$ cat src/rtl/pdt_regs.svh
`ifndef PDT_REGS_SVH
`define PDT_REGS_SVH

// register byte offsets
`define PDT_OFF_CMD        12'h120
`define PDT_OFF_TSTAT      12'h128
`define PDT_OFF_DSTAT      12'h200
`define PDT_OFF_DCTL       12'h300
`define PDT_PAGE_MSTAT     4'h8
`define PDT_PAGE_MCTL      4'hA

// module count and field layout
`define PDT_NMOD           40
`define PDT_LAST_MOD       6'h27
`define PDT_GO_BIT         0
`define PDT_BUSY_BIT       0
`define PDT_NEXT_BIT       0
`define PDT_DS_STATE_LSB   0
`define PDT_DS_POR_BIT     8
`define PDT_DS_DONE_BIT    9
`define PDT_MD_LOCAL_BIT   8
`define PDT_MD_LDONE_BIT   9
`define PDT_MD_RST_BIT     10
`define PDT_MD_RSVD1_BIT   11
`define PDT_MD_CLK_BIT     12

// module state codes
`define PDT_ST_SWRSTDIS    6'h00
`define PDT_ST_SYNCRST     6'h01
`define PDT_ST_DISABLE     6'h02
`define PDT_ST_ENABLE      6'h03
`define PDT_ST_TRANS       6'h04

// reset values
`define PDT_RST_DNEXT      1'h1
`define PDT_RST_DSTATE     1'h1
`define PDT_RST_MNEXT      2'h0

// timing: figures in ns, counts derived at 25 MHz
`define PDT_CLK_NS         40
`define PDT_STEP_NS        200
`define PDT_POR_NS         1000
`define PDT_STEP_CYC       ((`PDT_STEP_NS + `PDT_CLK_NS - 1) / `PDT_CLK_NS)
`define PDT_POR_CYC        ((`PDT_POR_NS + `PDT_CLK_NS - 1) / `PDT_CLK_NS)

`endif

$ cat src/rtl/pdt_pkg.sv
`default_nettype none

package pdt_pkg;

  // per-module live status
  typedef struct packed {
    logic       clk_on;
    logic       rst_rel;
    logic [5:0] state;
  } pdt_mod_t;

  // transition sequencer states
  typedef enum logic [1:0] {
    SEQ_IDLE,
    SEQ_DOMAIN,
    SEQ_SCAN,
    SEQ_MOVE
  } pdt_seq_t;

  // apb request as seen by the slave
  typedef struct packed {
    logic        sel;
    logic        en;
    logic        wr;
    logic [11:0] addr;
    logic [31:0] wdata;
  } pdt_apb_req_t;

endpackage

`default_nettype wire

$ cat src/rtl/pdt_power_domain_transition_control.sv
// Notes on behaviour
// - a write of one to the go bit while no transition runs compares every next-state field with the current state and moves each mismatch.
// - a write of zero to the go bit does nothing at all.
// - the busy status bit reads one while a transition runs and zero otherwise.
// - domain status bits 4 to 0 give the domain power state, zero off and one on.
// - domain status bit 8 shows the domain power-on reset, zero asserted and one released.
// - domain status bit 9 shows that the domain power-on reset has completed.
// - forty read-only module status registers exist, numbered 0 to 39.
// - module state codes are 0 sw-reset-disabled, 1 sync reset, 2 disabled, 3 enabled, 4 and up in transition.
// - module status bit 12 shows whether the module clock actually runs.
`include "pdt_regs.svh"
`default_nettype none

module pdt_power_domain_transition_control
  import pdt_pkg::*;
(
  input  wire logic        pclk,
  input  wire logic        presetn,
  input  wire logic        psel,
  input  wire logic        penable,
  input  wire logic        pwrite,
  input  wire logic [11:0] paddr,
  input  wire logic [31:0] pwdata,
  output var  logic [31:0] prdata,
  output var  logic        pready,
  output var  logic        pslverr,
  output var  logic [39:0] module_clock_on,
  output var  logic [39:0] module_rst_n,
  output var  logic        domain_por_n,
  output var  logic        always_on_domain
);

  pdt_apb_req_t req;
  pdt_mod_t     mod_ff     [`PDT_NMOD];
  pdt_mod_t     nxt_mod    [`PDT_NMOD];
  logic [1:0]   mnext_ff   [`PDT_NMOD];
  logic [1:0]   nxt_mnext  [`PDT_NMOD];
  logic [39:0]  mismatch;
  logic [39:0]  pend_ff;
  logic [39:0]  nxt_pend;
  logic         dpend_ff;
  logic         nxt_dpend;
  logic         dnext_ff;
  logic         nxt_dnext;
  logic         dstate_ff;
  logic         nxt_dstate;
  logic         busy_ff;
  logic         nxt_busy;
  pdt_seq_t     st_ff;
  pdt_seq_t     nxt_st;
  logic [5:0]   idx_ff;
  logic [5:0]   nxt_idx;
  logic [7:0]   cnt_ff;
  logic [7:0]   nxt_cnt;
  logic [7:0]   por_cnt_ff;
  logic [7:0]   nxt_por_cnt;
  logic         por_rel_ff;
  logic         nxt_por_rel;
  logic         por_done_ff;
  logic         nxt_por_done;
  logic [31:0]  prdata_ff;
  logic [31:0]  nxt_prdata;
  logic         err_ff;
  logic         nxt_err;
  logic         wr_acc;
  logic         setup;
  logic         go;
  logic         is_md;
  logic         is_mctl;
  logic [5:0]   aidx;
  logic [31:0]  rd_val;

  // bundle the bus request
  assign req = '{sel: psel, en: penable, wr: pwrite, addr: paddr, wdata: pwdata};

  // decode: module pages hold one word per module, 40 words deep
  assign aidx     = req.addr[7:2];
  assign is_md    = (req.addr[11:8] == `PDT_PAGE_MSTAT) && (aidx <= `PDT_LAST_MOD);
  assign is_mctl  = (req.addr[11:8] == `PDT_PAGE_MCTL) && (aidx <= `PDT_LAST_MOD);
  assign setup    = req.sel && !req.en;
  assign wr_acc   = req.sel && req.en && req.wr;

  // go only on a one; a go during a running transition is dropped
  assign go = wr_acc && (req.addr == `PDT_OFF_CMD) && req.wdata[`PDT_GO_BIT] && !busy_ff;

  // per-module compare of next state against current state
  genvar g;
  generate
    for (g = 0; g < `PDT_NMOD; g++)
    begin : g_mod
      assign mismatch[g]        = (mod_ff[g].state != {4'h0, mnext_ff[g]});
      assign module_clock_on[g] = mod_ff[g].clk_on;
      assign module_rst_n[g]    = mod_ff[g].rst_rel && por_rel_ff;
    end
  endgenerate

  assign domain_por_n     = por_rel_ff;
  assign always_on_domain = dstate_ff;

  // read mux; evaluated in the setup cycle
  always_comb
  begin
    rd_val = 32'h0000_0000;
    if (is_md)
    begin
      rd_val[5:0]               = mod_ff[aidx].state;
      rd_val[`PDT_MD_LOCAL_BIT] = 1'b1;
      rd_val[`PDT_MD_LDONE_BIT] = 1'b1;
      rd_val[`PDT_MD_RST_BIT]   = mod_ff[aidx].rst_rel && por_rel_ff;
      rd_val[`PDT_MD_RSVD1_BIT] = 1'b1;
      rd_val[`PDT_MD_CLK_BIT]   = mod_ff[aidx].clk_on;
    end
    else if (is_mctl)
    begin
      rd_val[1:0] = mnext_ff[aidx];
    end
    else
    begin
      case (req.addr)
        `PDT_OFF_TSTAT:
        begin
          rd_val[`PDT_BUSY_BIT] = busy_ff;
        end
        `PDT_OFF_DSTAT:
        begin
          rd_val[4:0]              = {4'h0, dstate_ff};
          rd_val[`PDT_DS_POR_BIT]  = por_rel_ff;
          rd_val[`PDT_DS_DONE_BIT] = por_done_ff;
        end
        `PDT_OFF_DCTL:
        begin
          rd_val[`PDT_NEXT_BIT] = dnext_ff;
        end
        default:
        begin
          rd_val = 32'h0000_0000; // command reads as zero
        end
      endcase
    end
  end

  // bus answer: data and error latched at setup, ready in access
  always_comb
  begin
    nxt_prdata = prdata_ff;
    nxt_err    = err_ff;
    if (setup)
    begin
      nxt_prdata = req.wr ? 32'h0000_0000 : rd_val;
      nxt_err    = !(is_md || is_mctl || req.addr == `PDT_OFF_CMD || req.addr == `PDT_OFF_TSTAT
                     || req.addr == `PDT_OFF_DSTAT || req.addr == `PDT_OFF_DCTL);
    end
  end

  assign prdata  = prdata_ff;
  assign pready  = req.sel && req.en; // one wait-free access cycle
  assign pslverr = req.sel && req.en && err_ff;

  always_ff @(posedge pclk or negedge presetn)
  begin
    if (!presetn)
    begin
      prdata_ff <= 32'h0000_0000;
      err_ff    <= 1'b0;
    end
    else
    begin
      prdata_ff <= nxt_prdata;
      err_ff    <= nxt_err;
    end
  end

  // power-on reset timer of the domain
  always_comb
  begin
    nxt_por_cnt  = por_cnt_ff;
    nxt_por_rel  = por_rel_ff;
    nxt_por_done = por_done_ff;
    if (por_cnt_ff != 8'h00)
    begin
      nxt_por_cnt = por_cnt_ff - 8'h01;
    end
    else if (!por_rel_ff)
    begin
      nxt_por_rel = 1'b1;
    end
    else
    begin
      nxt_por_done = 1'b1;
    end
  end

  always_ff @(posedge pclk or negedge presetn)
  begin
    if (!presetn)
    begin
      por_cnt_ff  <= 8'(`PDT_POR_CYC);
      por_rel_ff  <= 1'b0;
      por_done_ff <= 1'b0;
    end
    else
    begin
      por_cnt_ff  <= nxt_por_cnt;
      por_rel_ff  <= nxt_por_rel;
      por_done_ff <= nxt_por_done;
    end
  end

  // sequencer: domain first, then modules one at a time in index order;
  // serial stepping keeps supply inrush low at the cost of latency
  always_comb
  begin
    nxt_mod    = mod_ff;
    nxt_mnext  = mnext_ff;
    nxt_pend   = pend_ff;
    nxt_dpend  = dpend_ff;
    nxt_dnext  = dnext_ff;
    nxt_dstate = dstate_ff;
    nxt_busy   = busy_ff;
    nxt_st     = st_ff;
    nxt_idx    = idx_ff;
    nxt_cnt    = cnt_ff;
    // control writes
    if (wr_acc && req.addr == `PDT_OFF_DCTL)
    begin
      nxt_dnext = req.wdata[`PDT_NEXT_BIT];
    end
    if (wr_acc && is_mctl)
    begin
      nxt_mnext[aidx] = req.wdata[1:0];
    end
    case (st_ff)
      SEQ_IDLE:
      begin
        if (go)
        begin
          nxt_pend  = mismatch;
          nxt_dpend = (dnext_ff != dstate_ff);
          nxt_idx   = 6'h00;
          if ((|mismatch) || (dnext_ff != dstate_ff))
          begin
            nxt_busy = 1'b1;
            nxt_st   = SEQ_DOMAIN;
          end
        end
      end
      SEQ_DOMAIN:
      begin
        if (dpend_ff)
        begin
          nxt_dstate = dnext_ff;
          nxt_dpend  = 1'b0;
        end
        nxt_st = SEQ_SCAN;
      end
      SEQ_SCAN:
      begin
        if (pend_ff[idx_ff])
        begin
          nxt_mod[idx_ff].state = `PDT_ST_TRANS;
          nxt_cnt               = 8'(`PDT_STEP_CYC - 1);
          nxt_st                = SEQ_MOVE;
        end
        else if (idx_ff == `PDT_LAST_MOD)
        begin
          nxt_busy = 1'b0;
          nxt_st   = SEQ_IDLE;
        end
        else
        begin
          nxt_idx = idx_ff + 6'h01;
        end
      end
      SEQ_MOVE:
      begin
        if (cnt_ff == 8'h00)
        begin
          // target taken live, so a late rewrite of the next state wins
          nxt_mod[idx_ff].state   = {4'h0, mnext_ff[idx_ff]};
          nxt_mod[idx_ff].clk_on  = ({4'h0, mnext_ff[idx_ff]} == `PDT_ST_ENABLE);
          nxt_mod[idx_ff].rst_rel = mnext_ff[idx_ff][1];
          nxt_pend[idx_ff]        = 1'b0;
          nxt_st                  = SEQ_SCAN;
        end
        else
        begin
          nxt_cnt = cnt_ff - 8'h01;
        end
      end
      default:
      begin
        nxt_st   = SEQ_IDLE;
        nxt_busy = 1'b0;
      end
    endcase
  end

  // sequencer and control registers
  always_ff @(posedge pclk or negedge presetn)
  begin
    if (!presetn)
    begin
      for (int i = 0; i < `PDT_NMOD; i++)
      begin
        mod_ff[i]   <= '{clk_on: 1'b0, rst_rel: 1'b0, state: `PDT_ST_SWRSTDIS};
        mnext_ff[i] <= `PDT_RST_MNEXT;
      end
      pend_ff   <= 40'h00_0000_0000;
      dpend_ff  <= 1'b0;
      dnext_ff  <= `PDT_RST_DNEXT;
      dstate_ff <= `PDT_RST_DSTATE;
      busy_ff   <= 1'b0;
      st_ff     <= SEQ_IDLE;
      idx_ff    <= 6'h00;
      cnt_ff    <= 8'h00;
    end
    else
    begin
      mod_ff    <= nxt_mod;
      mnext_ff  <= nxt_mnext;
      pend_ff   <= nxt_pend;
      dpend_ff  <= nxt_dpend;
      dnext_ff  <= nxt_dnext;
      dstate_ff <= nxt_dstate;
      busy_ff   <= nxt_busy;
      st_ff     <= nxt_st;
      idx_ff    <= nxt_idx;
      cnt_ff    <= nxt_cnt;
    end
  end

endmodule // pdt_power_domain_transition_control

`default_nettype wire

$ cat config.mk
export PLATFORM = sky130hd
export DESIGN_NAME = pdt_power_domain_transition_control
export DESIGN_NICKNAME = d
export VERILOG_FILES = /design/src/rtl/pdt_pkg.sv /design/src/rtl/pdt_power_domain_transition_control.sv
export VERILOG_INCLUDE_DIRS = /design/src /design/src/rtl
export SDC_FILE = /design/constraint.sdc
export NUM_CORES = 1
export LEC_CHECK = 0
export BUFFER_PORTS_ARGS = -buffer_cell sky130_fd_sc_hd__buf_2
export CORE_ASPECT_RATIO = 1.1
export CORE_MARGIN = 1
export CORE_UTILIZATION = 62
export CTS_CLUSTER_DIAMETER = 50
export DETAILED_ROUTE_END_ITERATION = 8
export GPL_ROUTABILITY_DRIVEN = 1
export PLACE_DENSITY_LB_ADDON = 0.1
export SLEW_MARGIN = 20
export SYNTH_ARGS = -nofsm -noshare
export SYNTH_HDL_FRONTEND = slang
export SYNTH_SLANG_ARGS = --single-unit
$ cat constraint.sdc
create_clock -name pclk -period 3.3 [get_ports pclk]
set_input_delay 0.99 -clock pclk [delete_from_list [all_inputs] [get_ports pclk]]
set_output_delay 0.99 -clock pclk [all_outputs]
set_load 0.03 [all_outputs]
==> key figures <==
Synthesis
  • Top-count cell post-synth: dfrtp_1
  • Synth top area cells: dfrtp_1 (46%), mux2_2 (9.0%), mux4_2 (8.3%), mux2_4 (4.1%), and2_1 (3.6%)
  • Mapped Avg Cell Area: 11.7 µm²
  • Main synth FF type: dfrtp_1
  • Post-synthesis cell area: 25900 µm²
  • Post-synth EDFFs: 0
  • Yosys cell types: 80
  • Post-synth top area share: 46.1%
  • Post-synthesis async set-or-reset flop share: 100%
  • Synthesis-stage register bit count: ~480
  • Seq/Total Area, Yosys: 46.6%
  • Synth Warn #: 0
  • Syn Inst Count: 2212
  • Yosys top cell by area: dfrtp_1
  • Most instantiated cells after synthesis: dfrtp_1 (477), mux2_2 (206), and2_1 (148)

Floorplan
  • Die footprint: 42600 µm²
  • Chip height: 216 µm
  • Row cnt: 78
  • Initial Utilization: 62.9%
  • Core area: 41200 µm²
  • Chip width: 197 µm
  • Ports: 165

Place
  • Port Buf Inserts: 113
  • Global placement routability congestion: 1.01
  • Hpwl dp: around 56000 µm
  • Post-placement cell count: roughly 2800

Route
  • Initial drt markers: 1692
  • Final wirelength: slightly below 80000 µm
  • Vias: 19100
  • First-pass DRT Iterations: 8
  • Vias per cell: 6.59
  • DRC: 0
  • Wire per inst: 27.0 µm
  • DRT antenna net count: 0

Critical path
  • CP Max Fanout: 22
  • Worst Path Required: 3.78 ns
  • CP endpoint kind: flip-flop
  • Critical path arrival: 3.76 ns
  • Setup CP Type: reg -> reg
  • Crit path launch type: flip-flop

Final layout
  • Multi-input logic area: 12700 µm²
  • Layout cell share with drive strength beyond 1: 32.0%
  • Sequential cell area: roughly 12000 µm²
  • Diode count: 0
  • Fin util: a little over two thirds
  • Fin cells: 2897
  • Final #Nets: 2351
  • Layout Area Growth over Synthesis: 12.4%
  • # fillers: 3022

Run status
  • Status: completed

Timing
  • Rel. slew slack: 35.8%
  • Worst hold slack: 0.301 ns
  • Top achievable clock speed: 0.305 GHz
  • Max-slew violation count: 0
  • Fin crit share: 99.5%
  • Final Hold Viols: 0
  • Post-route setup TNS: 0 ns
  • # setup viols final: 0
  • Unrepaired setup endpoints after global routing: no
  • Post-layout min period: about 3.3 ns
  • Tightest Pin Transition: 0.956 ns
  • Worst Skew: 0.0211 ns

Clock network
  • CTS clk-pin slew, worst paths: about 0.060 ns
  • CTS H-tree lvls: 2
  • CTS Sinks: slightly below 500
  • CTS Root Cell: clkbuf_16
  • CTS tree: built
  • PostCTS Resize Cnt: 0
  • Setup bufs post-CTS: 0
  • # hold bufs at CTS: 0
  • Clk Latency, worst-skew pair: approximately 0.61 ns
  • Clock buffer depth: 3
  • Num CTS Buffers: 52

Global routing
  • Number of global-route vias before repair: slightly below 20000
  • First-pass GRT wire length: between 100000 and 150000 µm
  • Grt ovf: 0
  • Largest net degree at the start of global routing: 104
  • GRT Resource Usage Total: 37.8%
  • Initial antenna violation count: 0

Power and ir drop
  • PD cells: around 620 nW/µm²
  • P_leak: 13.8 nW
  • VDD IR max: 0.000597 V

Job
  • Max cap viols: 0

Hold path
  • HP Class: in -> async
==> worst paths after layout <==
| kind | from | endpoint | slack, ns | cells past startpoint |
|---|---|---|---|---|
| max | idx_ff[1]$_DFFE_PN0P_ | mod_ff[72]$_DFFE_PN0P_ | 0.02 | 9 |
| min | presetn | mod_ff[124]$_DFFE_PN0P_ | 0.30 | 1 |
| max reg2reg | idx_ff[1]$_DFFE_PN0P_ | mod_ff[72]$_DFFE_PN0P_ | 0.02 | 9 |
| min reg2reg | por_done_ff$_DFFE_PN0P_ | por_done_ff$_DFFE_PN0P_ | 0.48 | 1 |
| max in group asynchronous | presetn | mod_ff[158]$_DFFE_PN0P_ | 2.14 | 2 |
| min in group pclk | por_done_ff$_DFFE_PN0P_ | por_done_ff$_DFFE_PN0P_ | 0.48 | 1 |
==> sequential cells by signal (all words and copies together) (netlist names) <==
name              cells
always_on_domain      1
busy_ff               1
cnt_ff                8
dnext_ff              1
domain_por_n          1
dpend_ff              1
err_ff                1
idx_ff                6
mnext_ff             80
mod_ff              280
module_clock_on      40
pend_ff              40
por_cnt_ff            8
por_done_ff           1
prdata               11
st_ff                 2
==> layout make-up <==
cell class / instances / share of cell area [%]
clock buffers: 76 / 5.30
clock inverters: 18 / 0.791
inverters: 15 / 0.206
multi-input cells: 1506 / 43.5
flip-flops and latches: 482 / 41.5
well taps: 560 / 2.41
repair buffers: 240 / 6.36
==> routing by layer <==
layer  global-route usage (%)  wire, µm  vias up
li1                         -         -     8083
met1                     51.8     30900     9730
met2                     58.0     36100     1018
met3                     5.52      6420      250
met4                     21.6      4840        0
met5                        0         0        -
==> where the power goes <==
part / internal, mW / switching (mW) / total [mW]
clock network: 3.62 / 2.46 / 6.09
registers: 6.24 / 0.434 / 6.67
logic: 1.84 / 3.43 / 5.26
==> cells by family after synthesis <==
logic type	after synthesis	synth area share, %
other	1	0.0145
muxes	445	24.4
DFF	482	46.6
AOI/OAI and AO/OA	235	5.74
and+or+nand+nor	709	15.0
xor gates and xnor gates	91	3.08
adders and majority gates	5	0.242
buffers and inverters	244	4.99
==> cells in the final DEF, fill, tap and decap left out, types with 29 or more instances in the layout <==
master,instances
a21oi_1,64
and2_1,147
buf_2,110
buf_4,103
clkbuf_16,53
dfrtp_1,473
mux2_2,206
mux2_4,70
mux2i_1,56
mux4_2,96
nand2_1,88
nand3_1,117
nor2_1,135
nor3_1,29
nor4_1,52
o21ai_0,67
or3_1,31
xnor2_1,84
==> worst max-delay path, cell delays in order, from the launching register on <==
cell and delay, ns:
dfrtp_2 0.69, and2b_1 0.47, o2bb2ai_1 0.22, a221oi_1 0.46, o22ai_1 0.20, nor4b_1 0.35, buf_4 0.20, nor2_2 0.06
buf_12 0.19, mux2_1 0.29
==> per-stage QoR <==
step	setup WS, ns	area (µm²)	power [mW]
floorplan	0.377	26000	9.78
global placement	0.0610	27300	11.8
detailed placement	0.0301	27300	11.8
CTS	0.0304	29100	17.9
global route	0.0114	29100	18.6
finish	0.0171	29100	18.0
Note: power is estimated with default switching activity, not from simulation.
